**config.mk**
```make
export PLATFORM = sky130hd
export DESIGN_NAME = tcpwm_top
export DESIGN_NICKNAME = d
export VERILOG_FILES = /design/src/include/tcpwm_pkg.sv /design/src/rtl/tcpwm_channel.sv /design/src/rtl/tcpwm_top.sv
export SDC_FILE = /design/constraint.sdc
export NUM_CORES = 1
export LEC_CHECK = 0
export BUFFER_PORTS_ARGS = -buffer_cell sky130_fd_sc_hd__buf_2
export CORE_MARGIN = 1
export CORE_UTILIZATION = 54
export DETAILED_ROUTE_END_ITERATION = 7
export GPL_TIMING_DRIVEN = 0
export HOLD_SLACK_MARGIN = 0.03
export PLACE_DENSITY = 0.8
export SYNTH_ARGS = -nofsm -noshare
export SYNTH_HDL_FRONTEND = slang
export SYNTH_SLANG_ARGS = --single-unit
```
**constraint.sdc**
```tcl
create_clock -name aclk -period 3.3 [get_ports aclk]
set_clock_uncertainty 0.2 [all_clocks]
set_input_delay 0.165 -clock aclk [delete_from_list [all_inputs] [get_ports aclk]]
set_output_delay 0.165 -clock aclk [all_outputs]
set_load 0.02 [all_outputs]
```
**src/include/tcpwm_pkg.sv**
```systemverilog
// Package with register map, field layout and counts for the three-channel modulator.
`default_nettype none
package tcpwm_pkg;
   localparam int TCPWM_CHANNELS = 3;
   localparam int TCPWM_ADDR_W = 4;
   localparam logic [3:0] TCPWM_OFS_DUTY0 = 4'h0;
   localparam logic [3:0] TCPWM_OFS_DUTY1 = 4'h4;
   localparam logic [3:0] TCPWM_OFS_DUTY2 = 4'h8;
   localparam logic [3:0] TCPWM_OFS_PORT = 4'hc;
   localparam logic [7:0] TCPWM_DUTY_RESET = 8'h00;
   localparam logic [2:0] TCPWM_DIR_RESET = 3'h7;
   localparam logic [2:0] TCPWM_LATCH_RESET = 3'h0;
   localparam int TCPWM_PORT_DIR_LSB = 0;
   localparam int TCPWM_PORT_LATCH_LSB = 4;
   localparam int TCPWM_PORT_MODE_BIT = 8;
   localparam int TCPWM_PORT_PIN_LSB = 12;
   localparam int TCPWM_CYCLE_CLOCKS = 256;
   localparam int TCPWM_SUB4_CLOCKS = 64;
   localparam int TCPWM_SUB2_CLOCKS = 128;
   localparam logic [1:0] TCPWM_RESP_OKAY = 2'h0;
   localparam logic [1:0] TCPWM_RESP_SLVERR = 2'h2;
   typedef enum logic {
      TCPWM_MODE_FOUR = 1'b0,
      TCPWM_MODE_TWO = 1'b1
   } tcpwm_mode_e;
endpackage
`default_nettype wire

```
**src/rtl/tcpwm_channel.sv**
```systemverilog
// One modulator channel: latched duty and comparison against the shared counter.
`default_nettype none
module tcpwm_channel
   import tcpwm_pkg::*;
(
   // Clock and reset
   input wire logic aclk,
   input wire logic aresetn,
   // Shared timing
   input wire logic [7:0] cycle_count,
   input wire logic mode_two,
   // Duty value from software
   input wire logic [7:0] duty_value,
   // Waveform
   output logic wave
);
   logic [7:0] duty_live_reg;
   logic [7:0] duty_live_next;
   logic [6:0] coarse_duty_bits;
   logic [1:0] fine_step_bits;
   logic [6:0] phase;
   logic [1:0] sub_index;
   logic extra;
   logic [7:0] high_len;

   // A new value is taken only at a cycle boundary.
   assign duty_live_next = (cycle_count == 8'hff) ? duty_value : duty_live_reg;
   assign coarse_duty_bits = mode_two ? duty_live_reg[7:1] : {1'b0, duty_live_reg[7:2]};
   assign fine_step_bits = mode_two ? {1'b0, duty_live_reg[0]} : duty_live_reg[1:0];
   assign sub_index = mode_two ? {1'b0, cycle_count[7]} : cycle_count[7:6];
   assign phase = mode_two ? cycle_count[6:0] : {1'b0, cycle_count[5:0]};
   assign extra = sub_index < fine_step_bits;
   assign high_len = {1'b0, coarse_duty_bits} + {7'h00, extra};
   assign wave = {1'b0, phase} < high_len;

   always_ff @(posedge aclk) begin
      if (!aresetn) begin
         duty_live_reg <= TCPWM_DUTY_RESET;
      end else begin
         duty_live_reg <= duty_live_next;
      end
   end
endmodule
`default_nettype wire

```
**src/rtl/tcpwm_top.sv**
```systemverilog
// Three-channel modulator with port pin sharing and an AXI4-Lite register slave.
// Notes on behaviour
// - Three independent outputs, each set by its own 8-bit duty register.
// - A channel not selected at build time leaves its pin an ordinary port pin.
// - A build-time option picks the four-sub-cycle or the two-sub-cycle scheme.
// - The counter advances every clock and a full cycle spans 256 clocks.
// - The full cycle repeats at the clock rate divided by 256.
// - Software only writes the duty value; hardware splits the cycle by itself.
// - The four-sub-cycle scheme has sub-cycles 0 to 3 of 64 clocks each.
// - The four-sub-cycle scheme takes coarse duty from bits 7:2 and fine steps from 1:0.
// - A four-scheme sub-cycle is high coarse plus one clocks below the fine count, else coarse.
// - The two-sub-cycle scheme has sub-cycles 0 and 1 of 128 clocks each.
// - The two-sub-cycle scheme takes coarse duty from bits 7:1 and the fine bit from bit 0.
// - A two-scheme sub-cycle is high coarse plus one clocks below the fine bit, else coarse.
// - With the latch bit at one the pin shows the waveform; at zero it is held low.
// - With the direction bit at one the pin is an ordinary input with its pull-high.
//
// The placing of the registers and the AXI4-Lite register port were decided locally.
`default_nettype none
module tcpwm_top
   import tcpwm_pkg::*;
#(
   parameter logic [2:0] CHANNEL_ENABLE = 3'h7,
   parameter logic MODE_TWO = 1'b0
)
(
   // Clock and reset
   input wire logic aclk,
   input wire logic aresetn,
   // Write address channel
   input wire logic [TCPWM_ADDR_W-1:0] s_axi_awaddr,
   input wire logic [2:0] s_axi_awprot,
   input wire logic s_axi_awvalid,
   output logic s_axi_awready,
   // Write data channel
   input wire logic [31:0] s_axi_wdata,
   input wire logic [3:0] s_axi_wstrb,
   input wire logic s_axi_wvalid,
   output logic s_axi_wready,
   // Write response channel
   output logic [1:0] s_axi_bresp,
   output logic s_axi_bvalid,
   input wire logic s_axi_bready,
   // Read address channel
   input wire logic [TCPWM_ADDR_W-1:0] s_axi_araddr,
   input wire logic [2:0] s_axi_arprot,
   input wire logic s_axi_arvalid,
   output logic s_axi_arready,
   // Read data channel
   output logic [31:0] s_axi_rdata,
   output logic [1:0] s_axi_rresp,
   output logic s_axi_rvalid,
   input wire logic s_axi_rready,
   // Shared pins, bit n for channel n
   input wire logic [2:0] pin_in,
   output logic [2:0] pin_out,
   output logic [2:0] pin_oe,
   output logic [2:0] pin_pullup
);
   logic [7:0] cycle_count_reg;
   logic [7:0] cycle_count_next;
   logic [7:0] duty_reg [TCPWM_CHANNELS];
   logic [2:0] dir_reg;
   logic [2:0] latch_reg;
   logic [2:0] wave;
   logic [2:0] pin_out_next;
   logic [2:0] pin_oe_next;
   logic aw_hold_reg;
   logic w_hold_reg;
   logic [3:0] aw_addr_reg;
   logic [31:0] w_data_reg;
   logic [3:0] w_strb_reg;
   logic bvalid_reg;
   logic [1:0] bresp_reg;
   logic rvalid_reg;
   logic [31:0] rdata_reg;
   logic [1:0] rresp_reg;
   logic aw_take;
   logic w_take;
   logic wr_fire;
   logic ar_take;
   logic [3:0] wr_addr;
   logic [31:0] wr_data;
   logic [3:0] wr_strb;
   logic wr_hit;
   logic rd_hit;
   logic [31:0] port_word;
   logic [31:0] rd_word;

   // Free-running cycle counter.
   assign cycle_count_next = cycle_count_reg + 8'h01;

   always_ff @(posedge aclk) begin
      if (!aresetn) begin
         cycle_count_reg <= 8'h00;
      end else begin
         cycle_count_reg <= cycle_count_next;
      end
   end

   // Per-channel modulators and pin muxing.
   genvar g;
   generate
      for (g = 0; g < TCPWM_CHANNELS; g++) begin : gen_ch
         tcpwm_channel u_ch (
            .aclk(aclk),
            .aresetn(aresetn),
            .cycle_count(cycle_count_reg),
            .mode_two(MODE_TWO),
            .duty_value(duty_reg[g]),
            .wave(wave[g])
         );
         // The pin drives when the direction bit is zero, otherwise it is an input.
         assign pin_oe_next[g] = !dir_reg[g];
         // Modulator wins only if built in; latch then gates it, else plain port data.
         assign pin_out_next[g] = CHANNEL_ENABLE[g] ?
            (latch_reg[g] & wave[g]) : latch_reg[g];
      end
   endgenerate

   always_ff @(posedge aclk) begin
      if (!aresetn) begin
         pin_out <= 3'h0;
         pin_oe <= 3'h0;
         pin_pullup <= 3'h0;
      end else begin
         pin_out <= pin_out_next;
         pin_oe <= pin_oe_next;
         pin_pullup <= dir_reg;
      end
   end

   // Write path: address and data may arrive in either order.
   assign aw_take = s_axi_awvalid & s_axi_awready;
   assign w_take = s_axi_wvalid & s_axi_wready;
   assign wr_addr = aw_hold_reg ? aw_addr_reg : s_axi_awaddr;
   assign wr_data = w_hold_reg ? w_data_reg : s_axi_wdata;
   assign wr_strb = w_hold_reg ? w_strb_reg : s_axi_wstrb;
   assign wr_fire = (aw_hold_reg | aw_take) & (w_hold_reg | w_take) & !bvalid_reg;
   assign wr_hit = (wr_addr[1:0] == 2'h0);

   always_ff @(posedge aclk) begin
      if (!aresetn) begin
         aw_hold_reg <= 1'b0;
         w_hold_reg <= 1'b0;
         aw_addr_reg <= 4'h0;
         w_data_reg <= 32'h00000000;
         w_strb_reg <= 4'h0;
      end else begin
         if (aw_take) begin
            aw_addr_reg <= s_axi_awaddr;
         end
         if (w_take) begin
            w_data_reg <= s_axi_wdata;
            w_strb_reg <= s_axi_wstrb;
         end
         aw_hold_reg <= (aw_hold_reg | aw_take) & !wr_fire;
         w_hold_reg <= (w_hold_reg | w_take) & !wr_fire;
      end
   end

   always_ff @(posedge aclk) begin
      if (!aresetn) begin
         s_axi_awready <= 1'b0;
         s_axi_wready <= 1'b0;
      end else begin
         s_axi_awready <= !aw_hold_reg & !aw_take & !bvalid_reg & !wr_fire;
         s_axi_wready <= !w_hold_reg & !w_take & !bvalid_reg & !wr_fire;
      end
   end

   always_ff @(posedge aclk) begin
      if (!aresetn) begin
         bvalid_reg <= 1'b0;
         bresp_reg <= TCPWM_RESP_OKAY;
      end else if (wr_fire) begin
         bvalid_reg <= 1'b1;
         bresp_reg <= wr_hit ? TCPWM_RESP_OKAY : TCPWM_RESP_SLVERR;
      end else if (s_axi_bready) begin
         bvalid_reg <= 1'b0;
      end
   end

   // Register writes.
   always_ff @(posedge aclk) begin
      if (!aresetn) begin
         for (int i = 0; i < TCPWM_CHANNELS; i++) begin
            duty_reg[i] <= TCPWM_DUTY_RESET;
         end
         dir_reg <= TCPWM_DIR_RESET;
         latch_reg <= TCPWM_LATCH_RESET;
      end else if (wr_fire) begin
         for (int i = 0; i < TCPWM_CHANNELS; i++) begin
            if (wr_addr == 4'(4 * i) && wr_strb[0]) begin
               duty_reg[i] <= wr_data[7:0];
            end
         end
         if (wr_addr == TCPWM_OFS_PORT && wr_strb[0]) begin
            dir_reg <= wr_data[TCPWM_PORT_DIR_LSB +: 3];
            latch_reg <= wr_data[TCPWM_PORT_LATCH_LSB +: 3];
         end
      end
   end

   // Read path.
   assign ar_take = s_axi_arvalid & s_axi_arready;
   assign rd_hit = (s_axi_araddr[1:0] == 2'h0);
   assign port_word = {17'h00000, pin_in, 3'h0, 1'(MODE_TWO), 1'b0, latch_reg, 1'b0, dir_reg};
   assign rd_word = (s_axi_araddr == TCPWM_OFS_DUTY0) ? {24'h000000, duty_reg[0]} :
                    (s_axi_araddr == TCPWM_OFS_DUTY1) ? {24'h000000, duty_reg[1]} :
                    (s_axi_araddr == TCPWM_OFS_DUTY2) ? {24'h000000, duty_reg[2]} :
                    (s_axi_araddr == TCPWM_OFS_PORT) ? port_word : 32'h00000000;

   always_ff @(posedge aclk) begin
      if (!aresetn) begin
         s_axi_arready <= 1'b0;
         rvalid_reg <= 1'b0;
         rdata_reg <= 32'h00000000;
         rresp_reg <= TCPWM_RESP_OKAY;
      end else begin
         s_axi_arready <= !rvalid_reg & !ar_take;
         if (ar_take) begin
            rvalid_reg <= 1'b1;
            rdata_reg <= rd_word;
            rresp_reg <= rd_hit ? TCPWM_RESP_OKAY : TCPWM_RESP_SLVERR;
         end else if (s_axi_rready) begin
            rvalid_reg <= 1'b0;
         end
      end
   end

   assign s_axi_bvalid = bvalid_reg;
   assign s_axi_bresp = bresp_reg;
   assign s_axi_rvalid = rvalid_reg;
   assign s_axi_rdata = rdata_reg;
   assign s_axi_rresp = rresp_reg;
endmodule
`default_nettype wire

```
==> metrics.md <==
| Metric | Value |
|---|---|
| Outcome | completed |
| Setup WS pre-CTS | 0.369 ns |
| CP max FO | 8 |
| Seq pwr share | 0.568 |
| Vias in the first global route | 3779 |
| Bufs on Longest Clock Path | 2 |
| Mapped Area | 4730 um2 |
| CP delay by family, top | compound AO/OA/AOI/OAI gates |
| Max-cap violations | 0 |
| Final setup fails | 0 |
| PortBufs | 53 |
| Routability cong. | 0.815 |
| Slew @ Worst Pin | 1.29 ns |
| Worst-Skew Late Latency | 0.37 ns |
| Crit path launch type | register |
| RR Startpoint | s_axi_awready |
| Global route total overflow | 0 |
| Initial Utilization | 0.567 |
| WL/cell | 15.5 um |
| Flop-to-flop setup slack | 0.53 ns |
| Worst rel slew slack | 0.129 |
| Worst path cell trace | a21oi_2 > nor4_2 > nand2_1 > o21ai_0 |
| Pwr dens | 419 nW/um2 |
| Setup crit end kind | register |
| Fin. max-slew vios | 0 |
| # DRC | 0 |
| CTS tree | built |
| Sw frac | 0.274 |
| Worst r2r dst | duty_reg[0][9] |
| Tot GR Track Use | 0.265 |
| Fin. Hold Viols | 0 |
| Clock power share | 0.317 |
| P&R area growth vs syn | 21.7% |
| Fmax | 361 MHz |
| Worst VDD drop | 0.301 mV |
| Wire length of the first global-routing pass | 18000 um |
| Hold Crit Class | input pin to register |
| Antenna violations before repair | 0 |
| Tot Pwr | 2410 uW |
| Mapped Cells | 502 |
| CTS H-tree lvls | 3 |
| Initial DRC count | 233 |
| RSZ-0062 raised after global routing | no |
| CP max stage delay | 1.05 ns |
| DIE HEIGHT | 95.6 um |
| CTS sink cnt | 104 |
| Drt first pass iters | 5 |
| Setup Crit Path Kind | register to register |
| CP arrival | 2.56 ns |
| DR vias/cell | 5.44 |
| CTS buffer count | 9 |
| Final Critical Period | 2.77 ns |
| Register area share after synthesis | 0.491 |
| WP data required | 3.09 ns |
| Leak | 0.00239 uW |
| I/O pin count | 110 |
| Nets | 708 |
| Clock transition at path regs | 0.11 ns |
| Syn. warnings | 0 |
| Layout cells sized above 1 | 0.172 |
| Setup bufs post-CTS | 0 |
| Pin count of the biggest net entering global routing | 20 |
| R2R depth | 4 |
| Hpwl dp | 8190 um |
| Core Region | 8340 um2 |
| # fillers | 640 |
| Vias after detailed routing | 3984 |
| Pint | 1750 uW |
| CTS root buf | clkbuf_8 |
| Ant diodes | 0 |
| Slowest CP cell | o21ai_0 |
| Wirelength, routed | 11400 um |
| Post-route setup slack | 0.528 ns |
| Worst Hold Endpoint | s_axi_rdata[7] |
| TNS Setup | 0 ns |
| Die area | 9130 um2 |
| Post-route clock period utilization | 0.840 |
| Net Switching | 661 uW |
| Logic pwr share | 0.115 |
| Hold path startpoint | s_axi_araddr[1] |
| Worst path bufs/invs | 0 |
| Hold path depth | 4 |
| Antenna-violating nets left | 0 |
| Yosys cell types | 44 |
| Seq cells post-synth | 104 |
| Avg Cell Area, Syn | 9.42 um2 |
| Rows | 33 |
| Chip width | 95.6 um |
[routing by layer]
layer / part of all wire / track usage
met3: 0.049 / 0.0383
met1: 0.41 / 0.308
met2: 0.51 / 0.472
met4: 0.035 / 0.137
met5: 0 / 0
[synth_stat cells (all sizes together)]
master / count / share of area
nand2: 91 / 0.072
dfxtp: 80 / 0.34
a21oi: 51 / 0.055
nor2: 31 / 0.026
buf: 29 / 0.044
ha: 25 / 0.066
edfxtp: 24 / 0.15
mux2i: 19 / 0.040
nand3: 16 / 0.017
clkbuf: 12 / 0.0095
inv: 12 / 0.0095
o21ai: 11 / 0.012
xor2: 11 / 0.020
a211oi: 10 / 0.016
a21o: 8 / 0.013
and2: 8 / 0.011
nand2b: 7 / 0.0093
o22ai: 7 / 0.0093
nor3: 6 / 0.0074
and3: 5 / 0.0066
o21bai: 5 / 0.0079
xnor2: 5 / 0.0093
a22o: 3 / 0.0056
o41ai: 3 / 0.0056
or3: 3 / 0.0040
a31oi: 2 / 0.0026
mux2: 2 / 0.0048
nand4: 2 / 0.0026
nor3b: 2 / 0.0032
nor4: 2 / 0.0040
o221ai: 2 / 0.0037
or2: 2 / 0.0026
or4: 2 / 0.0040
and3b: 1 / 0.0019
conb: 1 / 0.00079
nor2b: 1 / 0.0013
o31ai: 1 / 0.0016
[power by group through the flow]
stage | Sequential, uW | Combinational, uW | Clock [uW]
6_report | 1370 | 278 | 763
3_5_place_dp | 1400 | 240 | 0
5_1_grt | 1370 | 302 | 817
4_1_cts | 1370 | 271 | 774
2_1_floorplan | 1400 | 160 | 0
3_3_place_gp | 1390 | 232 | 0
[area by class of cell]
class	instances	area (um2)	area share
Sequential cell	104	2320	0.404
Multi-Input combinational cell	367	2190	0.381
Timing Repair Buffer	88	616	0.107
Buffer	41	254	0.0441
Tap cell	105	131	0.0228
Clock buffer	9	124	0.0215
Clock inverter	7	66.3	0.0115
Inverter	12	45.0	0.00783
[how the worst max path moves through the flow]
| stage | from | to | slack [ns] | cells after the start |
|---|---|---|---|---|
| 4_1_cts | s_axi_awready | duty_reg[0][1] | 0.35 | 4 |
| 3_5_place_dp | s_axi_awready | duty_reg[0][1] | 0.37 | 4 |
| 2_1_floorplan | s_axi_awready | duty_reg[0][0] | 0.85 | 4 |
| 5_1_grt | aw_hold_reg | duty_reg[0][11] | 0.37 | 4 |
| 6_report | s_axi_awready | duty_reg[0][9] | 0.53 | 4 |
| 3_3_place_gp | aw_hold_reg | duty_reg[0][1] | 0.53 | 4 |
[logic make-up after synthesis]
| group | share of synthesized area |
|---|---|
| xor gates and xnor gates | 0.0296 |
| DFF | 0.491 |
| AOI/OAI and AO/OA | 0.131 |
| buffers and inverters | 0.0632 |
| and+or+nand+nor | 0.173 |
| muxes | 0.0450 |
| adders and majority gates | 0.0662 |
| other | 0.000793 |
[what timing repair did]
item	CTS	global route
hold buffers	35	0
endpoints found under the hold margin	28	0
gates resized for setup	0	0
[worst register-to-register path, stage by stage, from the launching register on]
cell,delay [ns]
dfxtp_1,0.47
a21oi_2,0.14
nor4_2,0.33
nand2_1,0.20
o21ai_0,1.05
[through the flow]
stage	hold slack, ns	instance area, um2	util	std cells
floorplan	0.0977	4810	-	524
global placement	0.185	5210	0.624	682
detailed placement	0.187	5210	0.624	682
CTS	0.181	5750	0.689	733
global route	0.244	5750	0.690	733
finish	0.198	5750	0.690	733
[placed cells by master, fill, tap and decap left out, types with 12 or more instances in the layout]
cell	instances
dlygate4sd3_1	35
conb_1	23
buf_4	23
nand3_1	16
buf_2	58
a21oi_1	50
nand2_1	91
nor2_1	30
ha_1	25
inv_1	12
mux2i_1	19
edfxtp_1	24
dfxtp_1	80
clkbuf_1	12
Note: power is estimated with default switching activity, not from simulation.
